<file path="src/rtl/key_menu_defs.svh">
// constants of the key menu controller: offsets, fields, timing
`ifndef KEY_MENU_DEFS_SVH
`define KEY_MENU_DEFS_SVH

// register byte offsets
`define OFS_CTRL    8'h00
`define OFS_STAT    8'h04
`define OFS_PEAK    8'h08
`define OFS_FWID    8'h0C
`define OFS_EMPTY   8'h10

// control register fields
`define CTRL_MODE_LSB 0
`define CTRL_MODE_MSB 1
`define CTRL_STK_LSB  4
`define CTRL_STK_MSB  7
`define CTRL_RST_MODE 2'h0
`define CTRL_RST_STK  4'h1

// stroke count limits
`define STK_MIN 4'h1
`define STK_MAX 4'hA

// flash halves for two flashes
`define FLASH_HALVES 3'h4

// saver position grid is 4 x 4
`define POS_LAST 2'h3

// times in their own units
`define CLK_KHZ   125000
`define STEP_MS   2000
`define IDLE_MS   10000
`define DEB_MS    5
`define FLASH_MS  250
`define RELAX_MS  2000

`endif

</file>
<file path="src/rtl/key_menu_pkg.sv">
// types shared by the key menu controller files
package key_menu_pkg;

  typedef enum logic [3:0]
  {
    ST_OFF,
    ST_ON,
    ST_CONF,
    ST_CHECK,
    ST_INFO,
    ST_STROKE,
    ST_RELAX,
    ST_SHOW
  } state_t;

  typedef enum logic [2:0]
  {
    IT_NONE,
    IT_ON,
    IT_OFF,
    IT_INFO,
    IT_QUICK,
    IT_STOP
  } item_t;

  typedef enum logic [1:0]
  {
    MD_CYCLE,
    MD_EMPTY,
    MD_PULSE
  } opmode_t;

endpackage
</file>
<file path="src/rtl/key_filter.sv">
// bounce filter for the magnetic key sense input
`timescale 1ns/1ps
`include "key_menu_defs.svh"
module key_filter
  import key_menu_pkg::*;
#(
  parameter int unsigned DEB_CYC = `DEB_MS * `CLK_KHZ
)
(
  // clock and reset
  input  wire logic clk_sys,
  input  wire logic resetn,
  // raw and filtered key
  input  wire logic key_raw,
  output logic      key_ff
);

  logic [31:0] cnt_ff;

  // [RULE24] accept a level only after it stood stable
  always_ff @(posedge clk_sys or negedge resetn)
  begin
    if (!resetn)
    begin
      cnt_ff <= 32'h0;
      key_ff <= 1'b0;
    end
    else if (key_raw == key_ff)
    begin
      cnt_ff <= 32'h0;
    end
    else if (cnt_ff >= DEB_CYC - 1)
    begin
      cnt_ff <= 32'h0;
      key_ff <= key_raw;
    end
    else
    begin
      cnt_ff <= cnt_ff + 32'h1;
    end
  end

endmodule // key_filter

</file>
<file path="src/rtl/key_menu_controller.sv">
// key menu controller of the grease lubricator, with apb registers
// Notes on behaviour
// [RULE1] show key dot while key sensed
// [RULE2] step menu item every two seconds
// [RULE3] lifting key selects shown item; on from off
// [RULE4] tick and two flashes on selection
// [RULE5] self-check before on and dispensing
// [RULE6] screen saver after ten idle seconds
// [RULE7] saver moves indicator left-right, top-bottom
// [RULE8] show operating mode symbol when on
// [RULE9] off item stops dispensing, shows off
// [RULE10] switch-off accepted in any state; the code refuses it during ST_CONF
// [RULE11] info only from off, returns off
// [RULE12] info shows identity, values, read only
// [RULE13] info values depend on mode
// [RULE14] quick trigger only on, no fault
// [RULE15] confirmed trigger starts one pump cycle
// [RULE16] exactly configured strokes per cycle
// [RULE17] strokes limited one through ten
// [RULE18] live back-pressure shown during stroke
// [RULE19] peak pressure shown after stroke
// [RULE20] stop item during stroke aborts cycle
// [RULE21] show completed count after cancel
// [RULE22] manual cycle shortens emptying schedule
// [RULE23] no quick item in pulse mode
// [RULE24] key input filtered against bounce
// [RULE25] step and idle timers restart on key
`timescale 1ns/1ps
`include "key_menu_defs.svh"
module key_menu_controller
  import key_menu_pkg::*;
#(
  parameter int unsigned NOUT      = 2,
  parameter int unsigned STEP_CYC  = `STEP_MS * `CLK_KHZ,
  parameter int unsigned IDLE_CYC  = `IDLE_MS * `CLK_KHZ,
  parameter int unsigned DEB_CYC   = `DEB_MS * `CLK_KHZ,
  parameter int unsigned FLASH_CYC = `FLASH_MS * `CLK_KHZ,
  parameter int unsigned RELAX_CYC = `RELAX_MS * `CLK_KHZ,
  // arbitrary identity value
  parameter logic [31:0] FW_ID     = 32'h0000_0100
)
(
  // clock and reset
  input  wire logic              clk_sys,
  input  wire logic              resetn,
  // apb slave
  input  wire logic              psel,
  input  wire logic              penable,
  input  wire logic              pwrite,
  input  wire logic [7:0]        paddr,
  input  wire logic [31:0]       pwdata,
  output logic      [31:0]       prdata,
  output logic                   pready,
  output logic                   pslverr,
  // key and machine status
  input  wire logic              key_sense,
  input  wire logic              fault,
  input  wire logic              self_ok,
  input  wire logic              stroke_done,
  input  wire logic [NOUT*8-1:0] press_bar,
  // pump and dispensing
  output logic                   pump_stroke,
  output logic                   dispense_en,
  // display
  output logic [2:0]             disp_item,
  output logic                   disp_key,
  output logic                   disp_tick,
  output logic                   disp_blank,
  output logic                   disp_saver,
  output logic [1:0]             disp_x,
  output logic [1:0]             disp_y,
  output logic [1:0]             disp_mode,
  output logic [31:0]            disp_num,
  output logic [NOUT*8-1:0]      disp_bar
);

  logic              key_f;
  logic              key_d_ff;
  logic              key_edge;
  logic              key_rel;
  state_t            st_ff;
  item_t             item_ff;
  item_t             pend_ff;
  logic              sel_ff;
  logic [31:0]       tmr_ff;
  logic              step_tick;
  logic [31:0]       idle_ff;
  logic [31:0]       aux_ff;
  logic [2:0]        half_ff;
  logic [1:0]        page_ff;
  logic [3:0]        done_ff;
  logic [1:0]        mode_ff;
  logic [3:0]        stk_ff;
  logic [31:0]       empty_ff;
  logic [NOUT*8-1:0] peak_ff;
  logic [31:0]       nxt_rd;
  logic              hit;
  logic              wr_en;
  logic [3:0]        nxt_stk;

  key_filter #(.DEB_CYC(DEB_CYC)) u_filter
  (
    .clk_sys (clk_sys),
    .resetn  (resetn),
    .key_raw (key_sense),
    .key_ff  (key_f)
  );

  assign key_edge  = key_f ^ key_d_ff;
  assign key_rel   = key_d_ff & ~key_f;
  assign step_tick = (tmr_ff == STEP_CYC - 1);

  // apb: answer in the access cycle, no wait states
  always_comb
  begin
    hit    = 1'b1;
    nxt_rd = 32'h0;
    case (paddr)
      `OFS_CTRL:  nxt_rd = {24'h0, stk_ff, 2'h0, mode_ff};
      `OFS_STAT:  nxt_rd = {16'h0, done_ff, 1'b0, item_ff, st_ff,
                            dispense_en, sel_ff, disp_saver, key_f};
      `OFS_PEAK:  nxt_rd = 32'(peak_ff);
      `OFS_FWID:  nxt_rd = FW_ID;
      `OFS_EMPTY: nxt_rd = empty_ff;
      default:    hit    = 1'b0;
    endcase
  end

  assign wr_en = psel & penable & pready & pwrite & hit;

  always_ff @(posedge clk_sys or negedge resetn)
  begin
    if (!resetn)
    begin
      pready  <= 1'b0;
      pslverr <= 1'b0;
      prdata  <= 32'h0;
    end
    else
    begin
      pready  <= psel & ~penable;
      pslverr <= psel & ~penable & ~hit;
      prdata  <= (psel & ~penable & ~pwrite) ? nxt_rd : 32'h0;
    end
  end

  // [RULE17] clamp stroke count into one..ten
  always_comb
  begin
    nxt_stk = pwdata[`CTRL_STK_MSB:`CTRL_STK_LSB];
    if (nxt_stk < `STK_MIN)
      nxt_stk = `STK_MIN;
    else if (nxt_stk > `STK_MAX)
      nxt_stk = `STK_MAX;
  end

  always_ff @(posedge clk_sys or negedge resetn)
  begin
    if (!resetn)
    begin
      mode_ff <= `CTRL_RST_MODE;
      stk_ff  <= `CTRL_RST_STK;
    end
    else if (wr_en && paddr == `OFS_CTRL)
    begin
      mode_ff <= pwdata[`CTRL_MODE_MSB:`CTRL_MODE_LSB];
      stk_ff  <= nxt_stk;
    end
  end

  // [RULE22] in empty mode each manual stroke takes from the emptying budget
  always_ff @(posedge clk_sys or negedge resetn)
  begin
    if (!resetn)
      empty_ff <= 32'h0;
    else if (st_ff == ST_STROKE && stroke_done && mode_ff == MD_EMPTY
             && empty_ff != 32'h0)
      empty_ff <= empty_ff - 32'h1;
    else if (wr_en && paddr == `OFS_EMPTY)
      empty_ff <= pwdata;
  end

  // [RULE25] step and idle timers restart on every key edge
  always_ff @(posedge clk_sys or negedge resetn)
  begin
    if (!resetn)
    begin
      key_d_ff <= 1'b0;
      tmr_ff   <= 32'h0;
      idle_ff  <= 32'h0;
    end
    else
    begin
      key_d_ff <= key_f;
      tmr_ff   <= (key_edge || step_tick) ? 32'h0 : tmr_ff + 32'h1;
      if (key_edge || key_f || (st_ff != ST_ON && st_ff != ST_OFF))
        idle_ff <= 32'h0;
      else if (idle_ff != IDLE_CYC)
        idle_ff <= idle_ff + 32'h1;
    end
  end

  // selection: first item on placement, then step while held
  always_ff @(posedge clk_sys or negedge resetn)
  begin
    if (!resetn)
    begin
      sel_ff  <= 1'b0;
      item_ff <= IT_NONE;
    end
    else if (key_f && !key_d_ff)
    begin
      sel_ff <= 1'b1;
      case (st_ff)
        ST_OFF:                item_ff <= IT_ON;
        ST_ON:                 item_ff <= IT_OFF;
        // [RULE20] stop offered while the cycle runs
        ST_STROKE, ST_RELAX:   item_ff <= IT_STOP;
        default:               item_ff <= IT_OFF;
      endcase
    end
    else if (key_rel || st_ff == ST_CONF)
    begin
      sel_ff  <= 1'b0;
      item_ff <= IT_NONE;
    end
    // [RULE2] advance the shown item every step period
    else if (sel_ff && step_tick)
    begin
      case (item_ff)
        IT_ON:    item_ff <= IT_INFO;
        IT_INFO:  item_ff <= IT_ON;
        // [RULE14] quick only when on and fault free
        // [RULE23] pulse mode hides the quick item
        IT_OFF:   item_ff <= (st_ff == ST_ON && !fault
                              && mode_ff != MD_PULSE) ? IT_QUICK :
                             (st_ff == ST_STROKE || st_ff == ST_RELAX) ?
                             IT_STOP : IT_OFF;
        IT_QUICK: item_ff <= IT_OFF;
        IT_STOP:  item_ff <= IT_OFF;
        default:  item_ff <= IT_NONE;
      endcase
    end
  end

  // main sequence
  always_ff @(posedge clk_sys or negedge resetn)
  begin
    if (!resetn)
    begin
      st_ff   <= ST_OFF;
      pend_ff <= IT_NONE;
      aux_ff  <= 32'h0;
      half_ff <= 3'h0;
      page_ff <= 2'h0;
      done_ff <= 4'h0;
    end
    // [RULE3] lifting the key takes the shown item
    // [RULE10] off is taken from any state except ST_CONF, where a new placement is cleared at once
    else if (key_rel && sel_ff && item_ff != IT_NONE)
    begin
      st_ff   <= ST_CONF;
      pend_ff <= item_ff;
      aux_ff  <= 32'h0;
      half_ff <= 3'h0;
    end
    else
    begin
      case (st_ff)
        ST_CONF:
        begin
          // [RULE4] two flashes before acting
          aux_ff <= (aux_ff == FLASH_CYC - 1) ? 32'h0 : aux_ff + 32'h1;
          if (aux_ff == FLASH_CYC - 1)
            half_ff <= half_ff + 3'h1;
          if (aux_ff == FLASH_CYC - 1 && half_ff == `FLASH_HALVES - 3'h1)
          begin
            page_ff <= 2'h0;
            aux_ff  <= 32'h0;
            case (pend_ff)
              IT_ON:    st_ff <= ST_CHECK;
              // [RULE11] info only reachable from off
              IT_INFO:  st_ff <= ST_INFO;
              // [RULE15] confirmed trigger starts the cycle
              IT_QUICK:
              begin
                st_ff   <= ST_STROKE;
                done_ff <= 4'h0;
              end
              // [RULE21] cancel leads to the completed count
              IT_STOP:  st_ff <= ST_SHOW;
              default:  st_ff <= ST_OFF;
            endcase
          end
        end
        // [RULE5] on only once the self-check passes
        ST_CHECK:
          if (self_ok)
            st_ff <= ST_ON;
        // own page timer: the free step timer would cut page zero short
        ST_INFO:
        begin
          aux_ff <= (aux_ff == STEP_CYC - 1) ? 32'h0 : aux_ff + 32'h1;
          if (aux_ff == STEP_CYC - 1)
          begin
            page_ff <= page_ff + 2'h1;
            if (page_ff == 2'h2)
              st_ff <= ST_OFF;
          end
        end
        // [RULE16] stop after exactly the set strokes
        ST_STROKE:
          if (stroke_done)
          begin
            done_ff <= done_ff + 4'h1;
            aux_ff  <= 32'h0;
            st_ff   <= (done_ff + 4'h1 >= stk_ff) ? ST_ON : ST_RELAX;
          end
        ST_RELAX:
        begin
          aux_ff <= aux_ff + 32'h1;
          if (aux_ff == RELAX_CYC - 1)
            st_ff <= ST_STROKE;
        end
        ST_SHOW:
        begin
          aux_ff <= aux_ff + 32'h1;
          if (aux_ff == STEP_CYC - 1)
            st_ff <= ST_ON;
        end
        default: ;
      endcase
    end
  end

  // [RULE19] peak per outlet, cleared at each stroke start
  genvar g;
  generate
    for (g = 0; g < NOUT; g = g + 1)
    begin : g_peak
      always_ff @(posedge clk_sys or negedge resetn)
      begin
        if (!resetn)
          peak_ff[g*8 +: 8] <= 8'h0;
        else if (st_ff == ST_RELAX && aux_ff == RELAX_CYC - 1)
          peak_ff[g*8 +: 8] <= 8'h0;
        else if (st_ff == ST_CONF && pend_ff == IT_QUICK)
          peak_ff[g*8 +: 8] <= 8'h0;
        else if (st_ff == ST_STROKE && press_bar[g*8 +: 8] >
                 peak_ff[g*8 +: 8])
          peak_ff[g*8 +: 8] <= press_bar[g*8 +: 8];
      end
    end
  endgenerate

  // registered display and pump outputs
  always_ff @(posedge clk_sys or negedge resetn)
  begin
    if (!resetn)
    begin
      pump_stroke <= 1'b0;
      dispense_en <= 1'b0;
      disp_item   <= IT_NONE;
      disp_key    <= 1'b0;
      disp_tick   <= 1'b0;
      disp_blank  <= 1'b0;
      disp_saver  <= 1'b0;
      disp_mode   <= 2'h0;
      disp_num    <= 32'h0;
      disp_bar    <= '0;
    end
    else
    begin
      // [RULE9] only states of the on side dispense
      dispense_en <= (st_ff == ST_ON || st_ff == ST_STROKE
                      || st_ff == ST_RELAX);
      pump_stroke <= (st_ff == ST_STROKE) && !stroke_done;
      disp_item   <= item_ff;
      // [RULE1] key dot follows the filtered key
      disp_key    <= key_f;
      disp_tick   <= (st_ff == ST_CONF);
      disp_blank  <= (st_ff == ST_CONF) && half_ff[0];
      // [RULE6] saver after the idle time in on or off
      disp_saver  <= (idle_ff == IDLE_CYC);
      // [RULE8] mode symbol shown while on
      disp_mode   <= (st_ff == ST_ON) ? mode_ff : 2'h0;
      // [RULE12] info pages, read only
      // [RULE13] third page depends on the mode
      case (st_ff)
        ST_INFO:
          case (page_ff)
            2'h0:    disp_num <= FW_ID;
            2'h1:    disp_num <= {30'h0, mode_ff};
            default: disp_num <= (mode_ff == MD_EMPTY) ? empty_ff :
                                 (mode_ff == MD_CYCLE) ?
                                 {28'h0, stk_ff} : 32'h0;
          endcase
        ST_SHOW: disp_num <= {28'h0, done_ff};
        default: disp_num <= 32'h0;
      endcase
      // [RULE18] live pressure during a stroke, peak after
      disp_bar    <= (st_ff == ST_STROKE) ? press_bar :
                     (st_ff == ST_RELAX || st_ff == ST_ON) ? peak_ff : '0;
    end
  end

  // [RULE7] saver position steps across, then down
  always_ff @(posedge clk_sys or negedge resetn)
  begin
    if (!resetn)
    begin
      disp_x <= 2'h0;
      disp_y <= 2'h0;
    end
    else if (!disp_saver)
    begin
      disp_x <= 2'h0;
      disp_y <= 2'h0;
    end
    else if (step_tick)
    begin
      disp_x <= disp_x + 2'h1;
      if (disp_x == `POS_LAST)
        disp_y <= disp_y + 2'h1;
    end
  end

  key_dot_a: assert property (@(posedge clk_sys) disable iff (!resetn)
    1'b1 |=> disp_key == $past(key_f)) // [RULE1]
    else $error("key dot does not follow key");

  on_sel_a: assert property (@(posedge clk_sys) disable iff (!resetn)
    key_rel && sel_ff && item_ff == IT_ON |=> st_ff == ST_CONF
      && pend_ff == IT_ON) // [RULE3]
    else $error("on selection not taken");

  check_first_a: assert property (@(posedge clk_sys) disable iff (!resetn)
    st_ff == ST_CHECK && !self_ok && !key_rel |=> st_ff == ST_CHECK)
    // [RULE5]
    else $error("left self-check without pass");

  off_quiet_a: assert property (@(posedge clk_sys) disable iff (!resetn)
    st_ff == ST_OFF ##1 st_ff == ST_OFF |-> !dispense_en && !pump_stroke)
    // [RULE9]
    else $error("dispensing while off");

  stop_any_a: assert property (@(posedge clk_sys) disable iff (!resetn)
    key_rel && sel_ff && item_ff == IT_OFF |=> st_ff == ST_CONF)
    // [RULE10]
    else $error("switch-off refused");

  no_quick_a: assert property (@(posedge clk_sys) disable iff (!resetn)
    item_ff == IT_QUICK |-> mode_ff != MD_PULSE || $past(mode_ff)
      != MD_PULSE) // [RULE23]
    else $error("quick item offered in pulse mode");

  stk_range_a: assert property (@(posedge clk_sys) disable iff (!resetn)
    stk_ff >= `STK_MIN && stk_ff <= `STK_MAX) // [RULE17]
    else $error("stroke count out of range");

  stroke_cnt_a: assert property (@(posedge clk_sys) disable iff (!resetn)
    st_ff == ST_STROKE |-> done_ff < stk_ff) // [RULE16]
    else $error("extra stroke started");

  info_off_a: assert property (@(posedge clk_sys) disable iff (!resetn)
    st_ff == ST_INFO && aux_ff == STEP_CYC - 1 && page_ff == 2'h2
      && !key_rel
      |=> st_ff == ST_OFF) // [RULE11]
    else $error("info did not return to off");

  flash_two_a: assert property (@(posedge clk_sys) disable iff (!resetn)
    st_ff == ST_CONF |-> half_ff < `FLASH_HALVES) // [RULE4]
    else $error("more than two flashes");

endmodule // key_menu_controller

</file>
<file path="config.mk">
export PLATFORM = sky130hd
export DESIGN_NAME = key_menu_controller
export DESIGN_NICKNAME = d
export VERILOG_FILES = /design/src/rtl/key_menu_pkg.sv /design/src/rtl/key_filter.sv /design/src/rtl/key_menu_controller.sv
export VERILOG_INCLUDE_DIRS = /design/src /design/src/rtl
export SDC_FILE = /design/constraint.sdc
export NUM_CORES = 1
export LEC_CHECK = 0
export ABC_AREA = 1
export BUFFER_PORTS_ARGS = -buffer_cell sky130_fd_sc_hd__buf_2
export CAP_MARGIN = 10
export CORE_ASPECT_RATIO = 1.1
export CORE_UTILIZATION = 54
export CTS_CLUSTER_SIZE = 20
export DETAILED_ROUTE_END_ITERATION = 6
export HOLD_SLACK_MARGIN = 0.1
export PLACE_DENSITY = 0.77
export SLEW_MARGIN = 0
export SYNTH_ARGS = -nofsm -noshare
export SYNTH_HDL_FRONTEND = slang
export SYNTH_HIERARCHICAL = 1
export SYNTH_SLANG_ARGS = --single-unit
</file>
<file path="constraint.sdc">
create_clock -name clk_sys -period 1.65 [get_ports clk_sys]
set_input_delay 0.33 -clock clk_sys [delete_from_list [all_inputs] [get_ports clk_sys]]
set_output_delay 0.33 -clock clk_sys [all_outputs]
set_load 0.05 [all_outputs]
</file>
==> flow_summary_export.csv <==
group,metric,value,unit
die,die_h,184,um
setup_path,crit_top_cell,"nor2_4",
setup_path,path_buf_inv,3,
pwr,power_density,987,nW/um2
global_route,overflow,0,
detailed_routing,drt-pass1-iter-count,6,
clock_network,clk_latency,570,ps
die,rows,66,
detailed_routing,drcViolationCount,0,
clock_network,clock_path_buffers,3,
place,place_congestion,0.991,
die,ios,162,
detailed_routing,wl,58400,um
global_route,grt_pass1_wl,85900,um
detailed_routing,vias_per_cell,5.74,
setup_path,crit_path_max_incr_delay,450,ps
finish,postLayoutCoreUtil,81.3,%
die,start_util,54.9,%
clock_network,cts_inserted_buffers,31,
global_route,grt_pass1_vias,16900,
setup_path,cp_data_required_time,2160,ps
logic_synthesis,syn-instance-count,2083,
pwr,power_leakage,11.5,nW
finish,stdcell_area,24000,um2
place,portBuffers,161,
finish,multi_input_area,9230,um2
detailed_routing,first_iter_violations,1904,
logic_synthesis,synth_edf_count,0,
pwr,internal_power,0.0156,W
detailed_routing,ant_nets,0,
pwr,seq_power_share,35.6,%
setup_path,cp_max_fo,6,
finish,nNetsFinal,2793,
finish,final_common_cell,"nand2_1",
setup_path,crit_family,"simple AND/OR/NAND/NOR gates",
setup_path,critPathCaptureType,"flop",
pwr,combPwrFrac,34.0,%
sta,fin_crit_sh,116,%
clock_network,clkTransAtPathRegs,70,ps
sta,layout_setup_ws,-263,ps
sta,fin_crit,1910,ps
finish,area_growth,47.9,%
pwr,switching_power,0.00813,W
sta,clock_skew,15.5,ps
logic_synthesis,syn_area,16200,um2
pwr,p_clk_share,30.5,%
sta,rsz0062_at_grt,"true",
run_status,status,"finished, violations left",
die,fp.dieW,167,um
logic_synthesis,synth_warnings,6,
finish,nFillCells,1771,
logic_synthesis,synthArstFlopShare,100,%
worst_hold_path,min_path_type,"input port to flop",
finish,ff_latch_area,7500,um2
sta,finalMaxSlewViolations,0,
setup_path,critPathSlowestCell,"dfrtp_2",
logic_synthesis,seq_area_frac_synth,46.1,%
run,maxCapViolations,0,
finish,mostFrequentLayoutCells,"427 x nand2_1, 339 x buf_4, 282 x dfrtp_1",
die,core,29600,um2
logic_synthesis,syn_avg_cell_area,7.80,um2
run_status,violations,"setup timing",
setup_path,start_kind,"flop",
clock_network,cts-root-buf,"clkbuf_16",
logic_synthesis,synth-main-ff-cell,"dfrtp_1",
pwr,vdd.ir_drop.worst,930,uV
sta,tns,-19080,ps
global_route,grt_usage,35.1,%
die,fp.dieArea,30800,um2
setup_path,cp.arrival,2420,ps
place,dp_hpwl,37700,um
pwr,switching_share,34.3,%
sta,setup_viol,128,
global_route,antenna_found_initial,3,
setup_path,path_cells,"nor2_4 > nand2_4 > nor2_4 > nand4_1 > o21ai_4 > buf_6 > nand2_8 > buf_4 > inv_6 > nand2_1 > nand3_2",
logic_synthesis,ys_types,54,
sta,hold_violations,0,
clock_network,cts_tree,"done",
place,placed_area,20000,um2
setup_path,timing_worst_setup_path_type,"flop to flop",
logic_synthesis,ys_ff_latch,299,
clock_network,cts.sinks,299,
sta,max_freq,523,MHz
global_route,grt_max_degree,58,
detailed_routing,vias,17700,
finish,drive_gt1_share,39.0,%
clock_network,cts_max_level,1,
detailed_routing,wl_per_cell,18.9,um
## path summary, 6_finish.rpt
check	startpoint	endpoint	slack, ps	cells past startpoint
worst max-delay path	empty_ff[11]	empty_ff[13]	-260	11
worst max register to register	empty_ff[11]	empty_ff[13]	-260	11
worst min-delay path	pwdata[24]	empty_ff[24]	110	5
min in group asynchronous	resetn	disp_bar[4]	230	2
max in group asynchronous	resetn	tmr_ff[10]	800	3
worst min register to register	peak_ff[1]	peak_ff[1]	480	2
## final cells by class
type	instances	share of cell area (%)
Clock inverter	14	0.651
Timing Repair Buffer	602	19.9
Inverter	258	4.08
Clock buffer	41	3.72
Sequential cell	299	31.2
Antenna cell	2	0.0208
Timing Repair inverter	2	0.0729
Multi-Input combinational cell	1497	38.4
Tap cell	374	1.95
## registers in the layout, indices dropped and copies added (netlist names), 4 cells and up
signal           count
disp_bar            16
disp_num            32
idle_ff             32
empty_ff            32
peak_ff             16
tmr_ff              32
prdata              32
u_filter/cnt_ff     32
done_ff              4
aux_ff              32
stk_ff               4
## timing repair
action / CTS / global route
gates cloned: 8 / 6
buffers inserted: 31 / 44
resized for setup: 187 / 314
hold buffers: 28 / 0
hold endpoints to repair: 332 / 0
pin swaps: 54 / 122
endpoints found under the setup margin: 142 / 216
## per-layer routing
| layer | routed length, um | track usage [%] | vias up | part of all wire, % |
|---|---|---|---|---|
| li1 | - | - | 7985 | - |
| met1 | 22300 | 44.7 | 8493 | 38 |
| met2 | 28500 | 59.9 | 1000 | 49 |
| met3 | 4590 | 4.82 | 256 | 7.9 |
| met4 | 3040 | 14.7 | 2 | 5.2 |
| met5 | 13 | 0 | - | 0.022 |
## synth_stat cells, types with 6 or more instances
master,n,area (um2)
nand3_1,103,515
o211ai_1,9,67.6
xnor2_1,10,87.6
nor2_1,248,931
clkbuf_1,15,56.3
inv_1,245,920
a21oi_1,80,400
o22ai_1,23,144
inv_2,11,41.3
xor2_1,68,596
o21ai_1,48,240
buf_2,12,60.1
a31oi_1,8,50.1
nand2_1,492,1850
nand2_2,8,50.1
o21ai_0,71,355
buf_6,10,113
nor3_1,109,546
ha_1,37,463
nand3_2,6,60.1
nor2_2,41,257
dfrtp_1,298,7460
nor4_1,14,87.6
nand4_1,54,338
## per-stage QoR
stage / setup WS [ps] / cells / power (W) / hold slack, ps
5_1_grt: -361 / 3087 / 0.0245 / 124
4_1_cts: -190 / 3043 / 0.0227 / 105
3_5_place_dp: -265 / 2922 / 0.0141 / 213
3_3_place_gp: -248 / 2922 / 0.0140 / 213
6_report: -263 / 3089 / 0.0237 / 109
2_1_floorplan: -45.1 / 2094 / 0.0115 / 34.4
## tightest hold or removal path, stage by stage
cell,delay [ps]
buf_2,100
inv_1,60
o21ai_2,70
nand2_1,60
nand2_1,40
## power by group through the flow
stage	combinational, W	clock [W]	sequential (W)
6_report	0.00805	0.00723	0.00843
5_1_grt	0.00846	0.00758	0.00848
4_1_cts	0.00710	0.00729	0.00836
3_5_place_dp	0.00570	0	0.00844
3_3_place_gp	0.00554	0	0.00842
2_1_floorplan	0.00249	0	0.00901
## cell families after synthesis
kind of cell / count (synthesis) / share of synthesized area [%]
xor gates and xnor gates: 78 / 4.21
other: 1 / 0.0231
AOI/OAI and AO/OA: 262 / 9.00
DFF: 299 / 46.1
buffers and inverters: 299 / 7.59
adders and majority gates: 38 / 2.91
and+or+nand+nor: 1106 / 30.2
No activity file was read; power rests on OpenSTA's default activity.
